<file path="src/design/lcdpbm_pkg.sv">
// Purpose: Shared constants for the display parallel bus master
// Assumes: 100 MHz mclk_i, single clock domain
// Notes:   Widths and timing settings fixed at build time
package lcdpbm_pkg;

  // ---------------------------------------------------------------
  // Build settings
  // ---------------------------------------------------------------
  localparam int unsigned BUS_WIDTH       = 16;  // 8 or 16
  localparam int unsigned RD_LOW_DEFAULT  = 10;  // Read strobe low cycles
  localparam int unsigned RD_HIGH_DEFAULT = 10;  // Read strobe high cycles
  localparam int unsigned RD_LOW_MIN      = 2;   // Least low width
  localparam int unsigned RD_HIGH_MIN     = 1;   // Least high width
  localparam int unsigned CNT_MAX         = 255; // Largest width setting
  localparam int unsigned CNT_W           = 8;   // Width of cycle counter
  localparam int unsigned WR_LOW_CYCLES   = 1;   // Write strobe low cycles
  localparam int unsigned FIFO_DEPTH      = 4;   // Write queue entries
  localparam int unsigned FIFO_AW         = 2;   // Queue pointer width
  localparam int unsigned CMD_W           = 17;  // d/c bit plus data

  // ---------------------------------------------------------------
  // Reset values
  // ---------------------------------------------------------------
  localparam logic [7:0]  RST_BYTE = 8'h00;  // Data outputs after reset
  localparam logic [CNT_W-1:0] RST_CNT = 8'h00; // Counter after reset

  // ---------------------------------------------------------------
  // Sequencer states
  // ---------------------------------------------------------------
  typedef enum logic [2:0] {
    LCDPBM_IDLE   = 3'b000,  // Waiting for work
    LCDPBM_WSTRB  = 3'b001,  // Write strobe low
    LCDPBM_WDONE  = 3'b010,  // Write strobe released
    LCDPBM_RLOW   = 3'b011,  // Read strobe low
    LCDPBM_RHIGH  = 3'b100   // Read strobe high recovery
  } lcdpbm_state_t;

endpackage : lcdpbm_pkg

</file>
<file path="src/design/lcdpbm_fifo.sv">
// Purpose: Small synchronous FIFO with valid/ready on both sides
// Assumes: One clock, asynchronous active-low reset
// Notes:   Read data comes straight from a register
`timescale 1ns/100ps
module lcdpbm_fifo #(
  parameter int unsigned WIDTH = 17,  // Entry width
  parameter int unsigned DEPTH = 4,   // Number of entries
  parameter int unsigned AW    = 2    // Pointer width, log2 of DEPTH
) (
  input  wire logic             mclk_i,     // System clock
  input  wire logic             rst_n_i,    // Async reset, active low
  input  wire logic             in_valid_i, // Producer has an entry
  output logic                  in_ready_o, // Room for an entry
  input  wire logic [WIDTH-1:0] in_data_i,  // Entry to store
  output logic                  out_valid_o,// Head entry is valid
  input  wire logic             out_ready_i,// Consumer takes head
  output logic [WIDTH-1:0]      out_data_o  // Head entry
);

  // ---------------------------------------------------------------
  // Storage and pointers
  // ---------------------------------------------------------------
  logic [WIDTH-1:0] mem_q [DEPTH];   // Entry storage
  logic [AW-1:0]    wr_ptr_q;        // Next write slot
  logic [AW-1:0]    rd_ptr_q;        // Next slot to present
  logic [AW:0]      cnt_q;           // Entries held, incl. output reg
  logic             push;            // Entry accepted
  logic             pop;             // Head taken
  logic [AW:0]      mem_cnt;         // Entries waiting in memory

  assign push = in_valid_i && in_ready_o;
  assign pop  = out_valid_o && out_ready_i;

  // Entries in memory not yet moved into the output register
  assign mem_cnt = cnt_q - {{AW{1'b0}}, out_valid_o};

  // Full while all entries are held
  assign in_ready_o = (cnt_q < (AW+1)'(DEPTH));

  // Write side
  always_ff @(posedge mclk_i or negedge rst_n_i) begin
    if (!rst_n_i) begin
      wr_ptr_q <= '0;
    end else if (push) begin
      wr_ptr_q <= wr_ptr_q + 1'b1;
    end
  end

  // Memory array, no reset needed
  always_ff @(posedge mclk_i) begin
    if (push) begin
      mem_q[wr_ptr_q] <= in_data_i;
    end
  end

  // Occupancy count
  always_ff @(posedge mclk_i or negedge rst_n_i) begin
    if (!rst_n_i) begin
      cnt_q <= '0;
    end else begin
      cnt_q <= cnt_q + (AW+1)'(push) - (AW+1)'(pop);
    end
  end

  // Output register loads from memory when empty or drained
  always_ff @(posedge mclk_i or negedge rst_n_i) begin
    if (!rst_n_i) begin
      rd_ptr_q    <= '0;
      out_valid_o <= 1'b0;
      out_data_o  <= '0;
    end else if ((!out_valid_o || pop) && (mem_cnt != '0)) begin
      out_data_o  <= mem_q[rd_ptr_q];
      out_valid_o <= 1'b1;
      rd_ptr_q    <= rd_ptr_q + 1'b1;
    end else if (pop) begin
      out_valid_o <= 1'b0;
    end
  end

endmodule : lcdpbm_fifo

</file>
<file path="src/design/lcdpbm_top.sv">
// Purpose: Parallel bus master for an external display controller
// Assumes: 100 MHz mclk_i; controller answers within read low width
// Notes:   Writes are posted into a 4-entry queue; reads wait for it
//
// Overview of operation
// - Each transaction holds one address bit throughout
// - Data/command output high data, low command
// - Write strobe low exactly one clock
// - Read strobe low 2..255 cycles, default 10
// - Read strobe high 1..255 cycles, default 10
// - Sample read bus one cycle before release
// - Build setting picks 8 or 16 bit bus
// - Write data driven on output bus
// - Read data taken from input bus
// - Output enable controls data bus pins
// - Active-low chip select marks each transaction
// - Only the matching strobe is asserted
// - Single clock, read inputs need no synchroniser
// - Writes queued; stall while queue full
// - Read runs after all posted writes finish
`timescale 1ns/100ps
module lcdpbm_top #(
  parameter logic [7:0] RD_LOW  = 8'h0a,  // Read low width, 2..255
  parameter logic [7:0] RD_HIGH = 8'h0a   // Read high width, 1..255
) (
  input  wire logic        mclk_i,             // System clock
  input  wire logic        rst_n_i,            // Async reset, active low
  // Write request port
  input  wire logic        wr_valid_i,         // Write request
  output logic             wr_ready_o,         // Queue has room
  input  wire logic        wr_dc_i,            // 1 data, 0 command
  input  wire logic [15:0] wr_data_i,          // Write data
  // Read request port
  input  wire logic        rd_valid_i,         // Read request
  output logic             rd_ready_o,         // Read request taken
  input  wire logic        rd_dc_i,            // 1 data, 0 command
  output logic             rd_done_o,          // Read result pulse
  output logic [15:0]      rd_data_o,          // Read result
  // Display bus pins
  output logic             cs_n_o,             // Chip select, low active
  output logic             wr_n_o,             // Write strobe, low active
  output logic             rd_n_o,             // Read strobe, low active
  output logic             dc_o,               // Data/command select
  output logic             oe_o,               // Data bus drive enable
  output logic [7:0]       write_bus_low_byte_o,  // Output data low
  output logic [7:0]       write_bus_high_byte_o, // Output data high
  input  wire logic [7:0]  read_bus_low_byte_i,   // Input data low
  input  wire logic [7:0]  read_bus_high_byte_i   // Input data high
);

  // ---------------------------------------------------------------
  // Local signals
  // ---------------------------------------------------------------
  localparam bit WIDE = (lcdpbm_pkg::BUS_WIDTH == 16); // 16-bit mode

  lcdpbm_pkg::lcdpbm_state_t state_q;           // Sequencer state
  logic [lcdpbm_pkg::CNT_W-1:0] cnt_q;          // Strobe width count
  logic [lcdpbm_pkg::CMD_W-1:0] q_data;         // Queue head
  logic                         q_valid;        // Queue head valid
  logic                         q_pop;          // Take queue head
  logic                         rd_pend_q;      // Read accepted, waiting
  logic                         rd_dc_q;        // Held read address bit
  logic [lcdpbm_pkg::CMD_W-1:0] wr_entry;       // Entry pushed to queue
  logic [7:0]                   hi_in;          // Upper lane, masked
  logic [7:0]                   hi_out;         // Upper write lane
  logic                         wq_push_q;      // Entry pushed last cycle
  logic                         rd_go;          // Read may start now

  // Upper byte lane exists only in 16-bit mode
  assign hi_in = WIDE ? read_bus_high_byte_i : 8'h00;
  assign hi_out = WIDE ? q_data[15:8] : 8'h00;

  assign wr_entry = {wr_dc_i, wr_data_i};

  // A fresh entry sits in queue memory one cycle before the head is
  // valid; holding the read off that cycle keeps posted writes first
  assign rd_go = rd_pend_q && !wr_valid_i && !wq_push_q;

  // Remember a push so the read start sees the hidden entry
  always_ff @(posedge mclk_i or negedge rst_n_i) begin
    if (!rst_n_i) begin
      wq_push_q <= 1'b0;
    end else begin
      wq_push_q <= wr_valid_i && wr_ready_o;
    end
  end

  // Queue head taken when the sequencer starts a write from idle
  assign q_pop = (state_q == lcdpbm_pkg::LCDPBM_IDLE) && q_valid;

  // ---------------------------------------------------------------
  // Write queue
  // ---------------------------------------------------------------
  // Back-pressure on the request side stalls new writes
  lcdpbm_fifo #(
    .WIDTH (lcdpbm_pkg::CMD_W),
    .DEPTH (lcdpbm_pkg::FIFO_DEPTH),
    .AW    (lcdpbm_pkg::FIFO_AW)
  ) u_wq (
    .mclk_i      (mclk_i),
    .rst_n_i     (rst_n_i),
    .in_valid_i  (wr_valid_i),
    .in_ready_o  (wr_ready_o),
    .in_data_i   (wr_entry),
    .out_valid_o (q_valid),
    .out_ready_i (q_pop),
    .out_data_o  (q_data)
  );

  // ---------------------------------------------------------------
  // Read request acceptance
  // ---------------------------------------------------------------
  // One read at a time; ready pulses for the cycle it is taken
  always_ff @(posedge mclk_i or negedge rst_n_i) begin
    if (!rst_n_i) begin
      rd_pend_q  <= 1'b0;
      rd_dc_q    <= 1'b0;
      rd_ready_o <= 1'b0;
    end else begin
      rd_ready_o <= 1'b0;
      if (rd_valid_i && !rd_pend_q && !rd_ready_o) begin
        rd_pend_q  <= 1'b1;       // Captured, waits for queue drain
        rd_dc_q    <= rd_dc_i;
        rd_ready_o <= 1'b1;
      end else if (state_q == lcdpbm_pkg::LCDPBM_RLOW &&
                   cnt_q == lcdpbm_pkg::RST_CNT) begin
        rd_pend_q  <= 1'b0;       // Read finished on the bus
      end
    end
  end

  // ---------------------------------------------------------------
  // Bus sequencer
  // ---------------------------------------------------------------
  // Writes always win over a pending read so posted writes finish
  always_ff @(posedge mclk_i or negedge rst_n_i) begin
    if (!rst_n_i) begin
      state_q <= lcdpbm_pkg::LCDPBM_IDLE;
      cnt_q   <= lcdpbm_pkg::RST_CNT;
    end else begin
      case (state_q)
        lcdpbm_pkg::LCDPBM_IDLE: begin
          if (q_valid) begin
            state_q <= lcdpbm_pkg::LCDPBM_WSTRB;
          end else if (rd_go) begin
            state_q <= lcdpbm_pkg::LCDPBM_RLOW;
            cnt_q   <= RD_LOW - 8'h01;
          end
        end
        lcdpbm_pkg::LCDPBM_WSTRB: begin
          state_q <= lcdpbm_pkg::LCDPBM_WDONE;
        end
        lcdpbm_pkg::LCDPBM_WDONE: begin
          state_q <= lcdpbm_pkg::LCDPBM_IDLE;
        end
        lcdpbm_pkg::LCDPBM_RLOW: begin
          if (cnt_q == lcdpbm_pkg::RST_CNT) begin
            state_q <= lcdpbm_pkg::LCDPBM_RHIGH;
            cnt_q   <= RD_HIGH - 8'h01;
          end else begin
            cnt_q <= cnt_q - 8'h01;
          end
        end
        lcdpbm_pkg::LCDPBM_RHIGH: begin
          if (cnt_q == lcdpbm_pkg::RST_CNT) begin
            state_q <= lcdpbm_pkg::LCDPBM_IDLE;
          end else begin
            cnt_q <= cnt_q - 8'h01;
          end
        end
        default: begin
          state_q <= lcdpbm_pkg::LCDPBM_IDLE;
        end
      endcase
    end
  end

  // ---------------------------------------------------------------
  // Pin drivers
  // ---------------------------------------------------------------
  // Registered strobes: outputs change at the same edge as the state
  always_ff @(posedge mclk_i or negedge rst_n_i) begin
    if (!rst_n_i) begin
      cs_n_o <= 1'b1;
      wr_n_o <= 1'b1;
      rd_n_o <= 1'b1;
      oe_o   <= 1'b0;
      dc_o   <= 1'b0;
    end else begin
      case (state_q)
        lcdpbm_pkg::LCDPBM_IDLE: begin
          if (q_valid) begin
            cs_n_o <= 1'b0;
            wr_n_o <= 1'b0;
            oe_o   <= 1'b1;
            dc_o   <= q_data[16];
          end else if (rd_go) begin
            cs_n_o <= 1'b0;
            rd_n_o <= 1'b0;
            oe_o   <= 1'b0;
            dc_o   <= rd_dc_q;
          end else begin
            cs_n_o <= 1'b1;
            oe_o   <= 1'b0;
          end
        end
        lcdpbm_pkg::LCDPBM_WSTRB: begin
          wr_n_o <= 1'b1;                 // one-cycle low
        end
        lcdpbm_pkg::LCDPBM_WDONE: begin
          cs_n_o <= 1'b1;                 // released after strobe
          oe_o   <= 1'b0;
        end
        lcdpbm_pkg::LCDPBM_RLOW: begin
          if (cnt_q == lcdpbm_pkg::RST_CNT) begin
            rd_n_o <= 1'b1;
          end
        end
        lcdpbm_pkg::LCDPBM_RHIGH: begin
          cs_n_o <= 1'b1;                 // released one cycle after strobe
        end
        default: begin
          cs_n_o <= 1'b1;
          wr_n_o <= 1'b1;
          rd_n_o <= 1'b1;
          oe_o   <= 1'b0;
        end
      endcase
    end
  end

  // Write data loaded with the strobe and held until next write
  always_ff @(posedge mclk_i or negedge rst_n_i) begin
    if (!rst_n_i) begin
      write_bus_low_byte_o  <= lcdpbm_pkg::RST_BYTE;
      write_bus_high_byte_o <= lcdpbm_pkg::RST_BYTE;
    end else if (q_pop) begin
      write_bus_low_byte_o  <= q_data[7:0];
      write_bus_high_byte_o <= hi_out;
    end
  end

  // ---------------------------------------------------------------
  // Read capture
  // ---------------------------------------------------------------
  // Strobe is low while state is RLOW with registered pins, so the
  // last RLOW cycle (count zero) is the final low cycle; sampling
  // one cycle earlier means count one, or the first cycle at width 2
  always_ff @(posedge mclk_i or negedge rst_n_i) begin
    if (!rst_n_i) begin
      rd_data_o <= 16'h0000;
      rd_done_o <= 1'b0;
    end else begin
      rd_done_o <= 1'b0;
      if (state_q == lcdpbm_pkg::LCDPBM_RLOW &&
          cnt_q == 8'h01) begin
        rd_data_o <= {hi_in, read_bus_low_byte_i};
        rd_done_o <= 1'b1;
      end
    end
  end

endmodule : lcdpbm_top

</file>
<file path="config.mk">
export PLATFORM = sky130hd
export DESIGN_NAME = lcdpbm_top
export DESIGN_NICKNAME = d
export VERILOG_FILES = /design/src/design/lcdpbm_pkg.sv /design/src/design/lcdpbm_fifo.sv /design/src/design/lcdpbm_top.sv
export SDC_FILE = /design/constraint.sdc
export NUM_CORES = 1
export LEC_CHECK = 0
export CAP_MARGIN = 20
export CORE_MARGIN = 2
export CORE_UTILIZATION = 55
export CTS_CLUSTER_DIAMETER = 80
export DETAILED_ROUTE_END_ITERATION = 7
export DONT_BUFFER_PORTS = 1
export GPL_ROUTABILITY_DRIVEN = 0
export PLACE_DENSITY_LB_ADDON = 0.1
export SETUP_SLACK_MARGIN = 0.15
export SLEW_MARGIN = 40
export SYNTH_ARGS = -nofsm -noshare
export SYNTH_HDL_FRONTEND = slang
export SYNTH_SLANG_ARGS = --single-unit
</file>
<file path="constraint.sdc">
create_clock -name mclk_i -period 3.2 [get_ports mclk_i]
set_input_delay 0.48 -clock mclk_i [delete_from_list [all_inputs] [get_ports mclk_i]]
set_output_delay 0.48 -clock mclk_i [all_outputs]
set_load 0.01 [all_outputs]
</file>
# Word-level counts from Yosys, hierarchy flattened
# Memory sizes are Yosys's and may differ from the RTL's. A register that Yosys moved wholly into a read port is not among the register bits.
# Index checks and enable logic that the tools add are counted.
[word_totals]
register_bits = 61
ram_bits = 68
in_bits = 38
mem_count = 1
[memory_table]
columns = ["name", "words", "width", "rd", "rd_clocked_by_memory_dff", "write_ports", "line_no", "text"]
rows = [
  ["u_wq.mem_q", 4, 17, 1, 1, 1, "lcdpbm_fifo.sv:23", "logic [WIDTH-1:0] mem_q [DEPTH];"],
]
[op_classes]
n_addsub = 6
n_lt_le_gt_ge = 1
eq_ne = 12
n_mux = 31
n_bitwise = 2
n_reduce_logical = 33
[op_table]
columns = ["op", "count"]
rows = [
  ["two-way mux 8 bit", 4],
  ["case mux 8 bit (3 select lines)", 1],
  ["two-way mux 1 bit", 17],
  ["two-way mux 3 bit", 4],
  ["case mux 3 bit (4 select lines)", 1],
  ["logical AND 1 bit", 10],
  ["OR reduction 3 bit", 3],
  ["equality test 8 x 1 -> 1 bit, second input constant", 1],
  ["zero test 8 bit", 1],
  ["inequality test 2 bit, second input constant", 4],
  ["AND reduction 4 bit", 2],
  ["subtractor 8 x 1 -> 8 bit, second input constant", 1],
  ["equality test 3 x 2 -> 1 bit, second input constant", 2],
  ["zero test 1 bit", 6],
  ["case mux 1 bit (2 select lines)", 3],
  ["nonzero test 2 bit", 3],
  ["nonzero test 3 bit", 2],
  ["subtractor 3 x 1 -> 3 bit", 2],
  ["adder 2 x 1 -> 2 bit, second input constant", 2],
  ["inequality test 2 x 1 -> 1 bit, second input constant", 2],
  ["AND reduction 2 bit", 2],
  ["adder 3 x 1 -> 3 bit", 1],
  ["equality test 3 x 1 -> 1 bit, second input constant", 1],
  ["equality test 3 bit, second input constant", 1],
  ["other kinds (8)", 9],
]

# Longest topological paths before layout
[depth]
depth_word = 6
mapped_depth = 12

# Cells and area by module
# A second synthesis with hierarchy kept.
[unflattened]
cells_unflattened = 349
hier_area_um2 = 6004.5
[modules_own_cells]
columns = ["mod", "instances", "cells_per_inst", "area_per_inst_um2"]
rows = [
  ["lcdpbm_fifo", 1, 169, 3653.5],
  ["lcdpbm_top", 1, 180, 2351.0],
]

# Worst setup path after synthesis
# No wires, ideal clock.
[synth_timing]
path_kind = "reg-to-reg"
startpoint = "reg state_q[2]"
endpoint = "reg u_wq.cnt_q[2]"
setup_time_ps = 124
t_arrival_ps = 2308
setup_slack_ps = 768
stages_incl_launch_ff = 13
path_buffers = 2
period_less_slack_ps = 2432
path_cell_list = "dfrtp_1 > buf_6 > inv_1 > nand2_1 > nor3_2 > buf_6 > ha_1 > inv_1 > ha_1 > inv_1 > fa_1 > xnor2_1 > xnor2_1"
[synth_via]
elab_chain_cells = 4
[synth_lines]
columns = ["item", "line_no", "text"]
rows = [
  ["start, declared", "lcdpbm_top.sv:56", "lcdpbm_pkg::lcdpbm_state_t state_q;"],
  ["start signal, assigned", "lcdpbm_top.sv:138", "state_q <= lcdpbm_pkg::LCDPBM_IDLE;"],
  ["start signal, assigned", "lcdpbm_top.sv:144", "state_q <= lcdpbm_pkg::LCDPBM_WSTRB;"],
  ["start signal, assigned", "lcdpbm_top.sv:146", "state_q <= lcdpbm_pkg::LCDPBM_RLOW;"],
  ["zero test 3 bit", "lcdpbm_top.sv:89", "assign q_pop = (state_q == lcdpbm_pkg::LCDPBM_IDLE) && q_valid;"],
  ["logical AND 1 bit", "lcdpbm_top.sv:89", ""],
  ["logical AND 1 bit", "lcdpbm_fifo.sv:32", "assign pop = out_valid_o && out_ready_i;"],
  ["subtractor 3 x 1 -> 3 bit", "lcdpbm_fifo.sv:61", "cnt_q <= cnt_q + (AW+1)'(push) - (AW+1)'(pop);"],
  ["end signal, assigned", "lcdpbm_fifo.sv:61", ""],
  ["end, declared", "lcdpbm_fifo.sv:26", "logic [AW:0] cnt_q;"],
]
# Every way passes these cells.
# A chain may end at the register's enable or synchronous reset.

# Worst setup path in the final report
# Ends and elaborated chain as after synthesis.

==> results by group <==
Clock tree
  – H-tree Lvls: 4
  – Clock edge transition at the registers on the reported setup and hold paths: 0.06 ns
  – Root Buffer: clkbuf_8
  – CTS sink count: 146
  – CTS Buf Count: 17
  – Clock tree buffer depth: 2
  – Clock Latency Late Sink: 0.53 ns
  – CTS tree: built
  – Post-cts sizing count: 0

Critical path
  – Crit Path Max Fanout: 12
  – CP Launch Type: register
  – CP Capture Type: register
  – Worst EP arrival: 2.59 ns
  – FF-to-FF path depth: 10
  – Flop2flop setup slack: 1.07 ns
  – R2r startpoint: state_q[2]
  – RR Endpoint: u_wq.cnt_q[2]
  – Worst path required time: 3.66 ns
  – Kind of critical path: register to register

Floorplanning
  – Initial core utilization: 57.1%
  – Die Y: 108 um
  – Core area: 10400 um2
  – DIE AREA: 11700 um2
  – Die width: 108 um
  – Rows: 37
  – Number of I/O pins: 78

Layout
  – Commonest non-fill, non-tap cell in the layout: dfrtp_1
  – Fillcell total: 713
  – Area Overhead vs Synth: 14.8%
  – Nets: 436
  – Commonest cells after routing, fill and taps aside: dfrtp_1, edfxtp_1, mux2_2
  – Ant diodes: 0
  – Fin cells: 536
  – Layout cells sized above 1: 29.3%
  – Post-route cell area: 6830 um2

Placement
  – Placed insts: 487
  – HPWL after DPL: 6.55 mm
  – IO buf count: 0
  – DP Area: 6070 um2

Timing
  – Unrepaired setup endpoints after global routing: no
  – Clk_skew: 0.00781 ns
  – Relative slew slack: 56.2%
  – Final Max Tran Viols: 0
  – Final Hold Viols: 0
  – Fin crit share: 66.5%
  – Crit path time final: 2.13 ns
  – Final setup violation count: 0
  – Tightest Pin Transition: 0.648 ns
  – Setup TNS Final: 0 ns
  – Max Freq: 470 MHz

Yosys
  – Cell area after synthesis: 5950 um2
  – Seq/Total Area, Yosys: 67.2%
  – Area share of the largest cell type after synthesis: 34.3%
  – Post-synth cell types: 47
  – Ys async rst share: 53.4%
  – Post-synth EDFFs: 68
  – Synth Flop Type: dfrtp_1
  – Synth area leader: edfxtp_1
  – Syn_area_per_cell: 16.7 um2
  – Largest cells by area after synthesis: edfxtp_1, dfrtp_1, mux2_2, mux4_2, ha_1
  – Syn. warnings: 0
  – Register bit total from synthesis: 146
  – Syn Nets: 406
  – Cells after synthesis: 357

Drt
  – DRC: 0
  – Drt first pass iters: 4
  – Routed vias/inst: 5.65
  – Antenna-violating nets left: 0
  – Wirelength per Cell: 18.8 um
  – Routed Wire Length: 10.1 mm
  – DR iter-0 viols: 126
  – Vias post-DR: 3027

Worst hold path
  – Hold path depth: 0
  – Hold Path Origin: wr_dc_i
  – Hold path endpoint: u_wq.mem_q[0][16]
  – Worst hold path type: primary input to register

GRT
  – Grt ovf: 0
  – Overall Global Routing Usage: 19.1%
  – First-pass GRT wire length: 16.0 mm
  – Met1 Use GR: 23.8%
  – GRT met2 Usage: 29.3%
  – GR peak layer: met2
  – Initial antenna violation count: 0
  – Met3 usage: 8.74%
  – Number of global-route vias before repair: 3068
  – Largest net degree at the start of global routing: 79

Outcome
  – Outcome: complete, no violations

Power and ir drop
  – PwrDens: 1040 nW/um2
  – LEAKAGE: 2.66 nW
  – Peak supply drop: 0.648 mV

Job
  – Max_cap viols: 0
area by class of cell:
type                       count  area (um2)  share of cell area [%]
clock buffer                  21         460                    6.74
timing repair buffer          25         253                    3.70
multi-input combinational    184        1800                    26.3
sequential                   146        4000                    58.6
tap                          136         170                    2.49
inverter                      13        48.8                   0.715
clock inverter                11         101                    1.48
registers in the layout, summed over array words and instances, names as in the netlist, 3 cells and up:
name                   cells
u_wq.cnt_q                 3
write_bus_low_byte_o       8
u_wq.out_data_o           17
cnt_q                      8
write_bus_high_byte_o      8
u_wq.mem_q                68
rd_data_o                 16
state_q                    3
worst max-delay path by stage:
stage                from             to  slack [ns]
2_1_floorplan  state_q[2]  u_wq.cnt_q[2]        0.77
3_3_place_gp   state_q[2]  u_wq.cnt_q[2]        1.15
3_5_place_dp   state_q[2]  u_wq.cnt_q[2]        1.09
4_1_cts        state_q[2]  u_wq.cnt_q[2]        1.08
5_1_grt        state_q[2]  u_wq.cnt_q[2]        0.85
6_report       state_q[2]  u_wq.cnt_q[2]        1.07
cells in the mapped netlist (all sizes together), types with 2 or more instances:
master,n
and2,5
xnor2,5
clkbuf,3
nand3b,7
o21a,2
nor4b,2
dfrtp,75
mux2,50
mux2i,5
dfstp,3
a31oi,2
nand2,12
inv,13
nand4,3
o21ai,4
nor3,8
buf,11
nand3,9
nor2b,4
nor2,9
edfxtp,68
and3,3
mux4,17
ha,10
nor3b,2
a21oi,10
power breakdown:
| part | total (W) | switching, W | leakage (nW) | internal, W |
|---|---|---|---|---|
| Sequential | 0.00322 | 0.000598 | 1.54 | 0.00262 |
| Clock | 0.00183 | 0.000731 | 0.266 | 0.00110 |
| Combinational | 0.00202 | 0.000873 | 0.855 | 0.00115 |
| Total | 0.00707 | 0.00220 | 2.66 | 0.00487 |
kinds of logic (layout without fill, tap and decap cells):
kind of cell	Yosys count	in the layout	share of synthesized area, %
compound gates	26	26	2.86
simple gates	69	69	6.75
mux	72	72	17.3
xor+xnor	6	6	0.884
flops	146	146	67.2
fa+ha+maj	11	11	2.44
buf+inv	27	70	2.59
critical path: stages (launching register included):
cell     delay (ns)
dfrtp_1        0.48
inv_1          0.13
nand2_1        0.10
nor3_2         0.17
ha_1           0.27
inv_1          0.06
ha_1           0.12
inv_1          0.05
fa_1           0.37
xnor2_1        0.18
xnor2_1        0.13
layer usage:
layer | vias to the layer above | share of wire [%] | wire length, um
met5 | - | 0 | 0
met4 | 0 | 1.3 | 130
met3 | 15 | 5.2 | 527
met2 | 72 | 51 | 5150
met1 | 1538 | 43 | 4300
li1 | 1402 | - | -
metrics by stage:
stage / hold slack, ns / utilization, % / setup WS, ns / total power [W]
after CTS: 0.0122 / 64.0 / 1.08 / 0.00714
after global routing: 0.000652 / 65.5 / 0.848 / 0.00752
after floorplan: 0.184 / - / 0.768 / 0.00481
after global placement: 0.186 / 58.3 / 1.15 / 0.00516
after detailed placement: 0.187 / 58.3 / 1.09 / 0.00525
final: 0.0461 / 65.5 / 1.07 / 0.00707
timing repair:
action                    in CTS  in global routing
hold endpoints to repair      78                 37
hold buffers                   2                 14
buffers inserted               0                  0
Power figures use the tool's default switching activity.
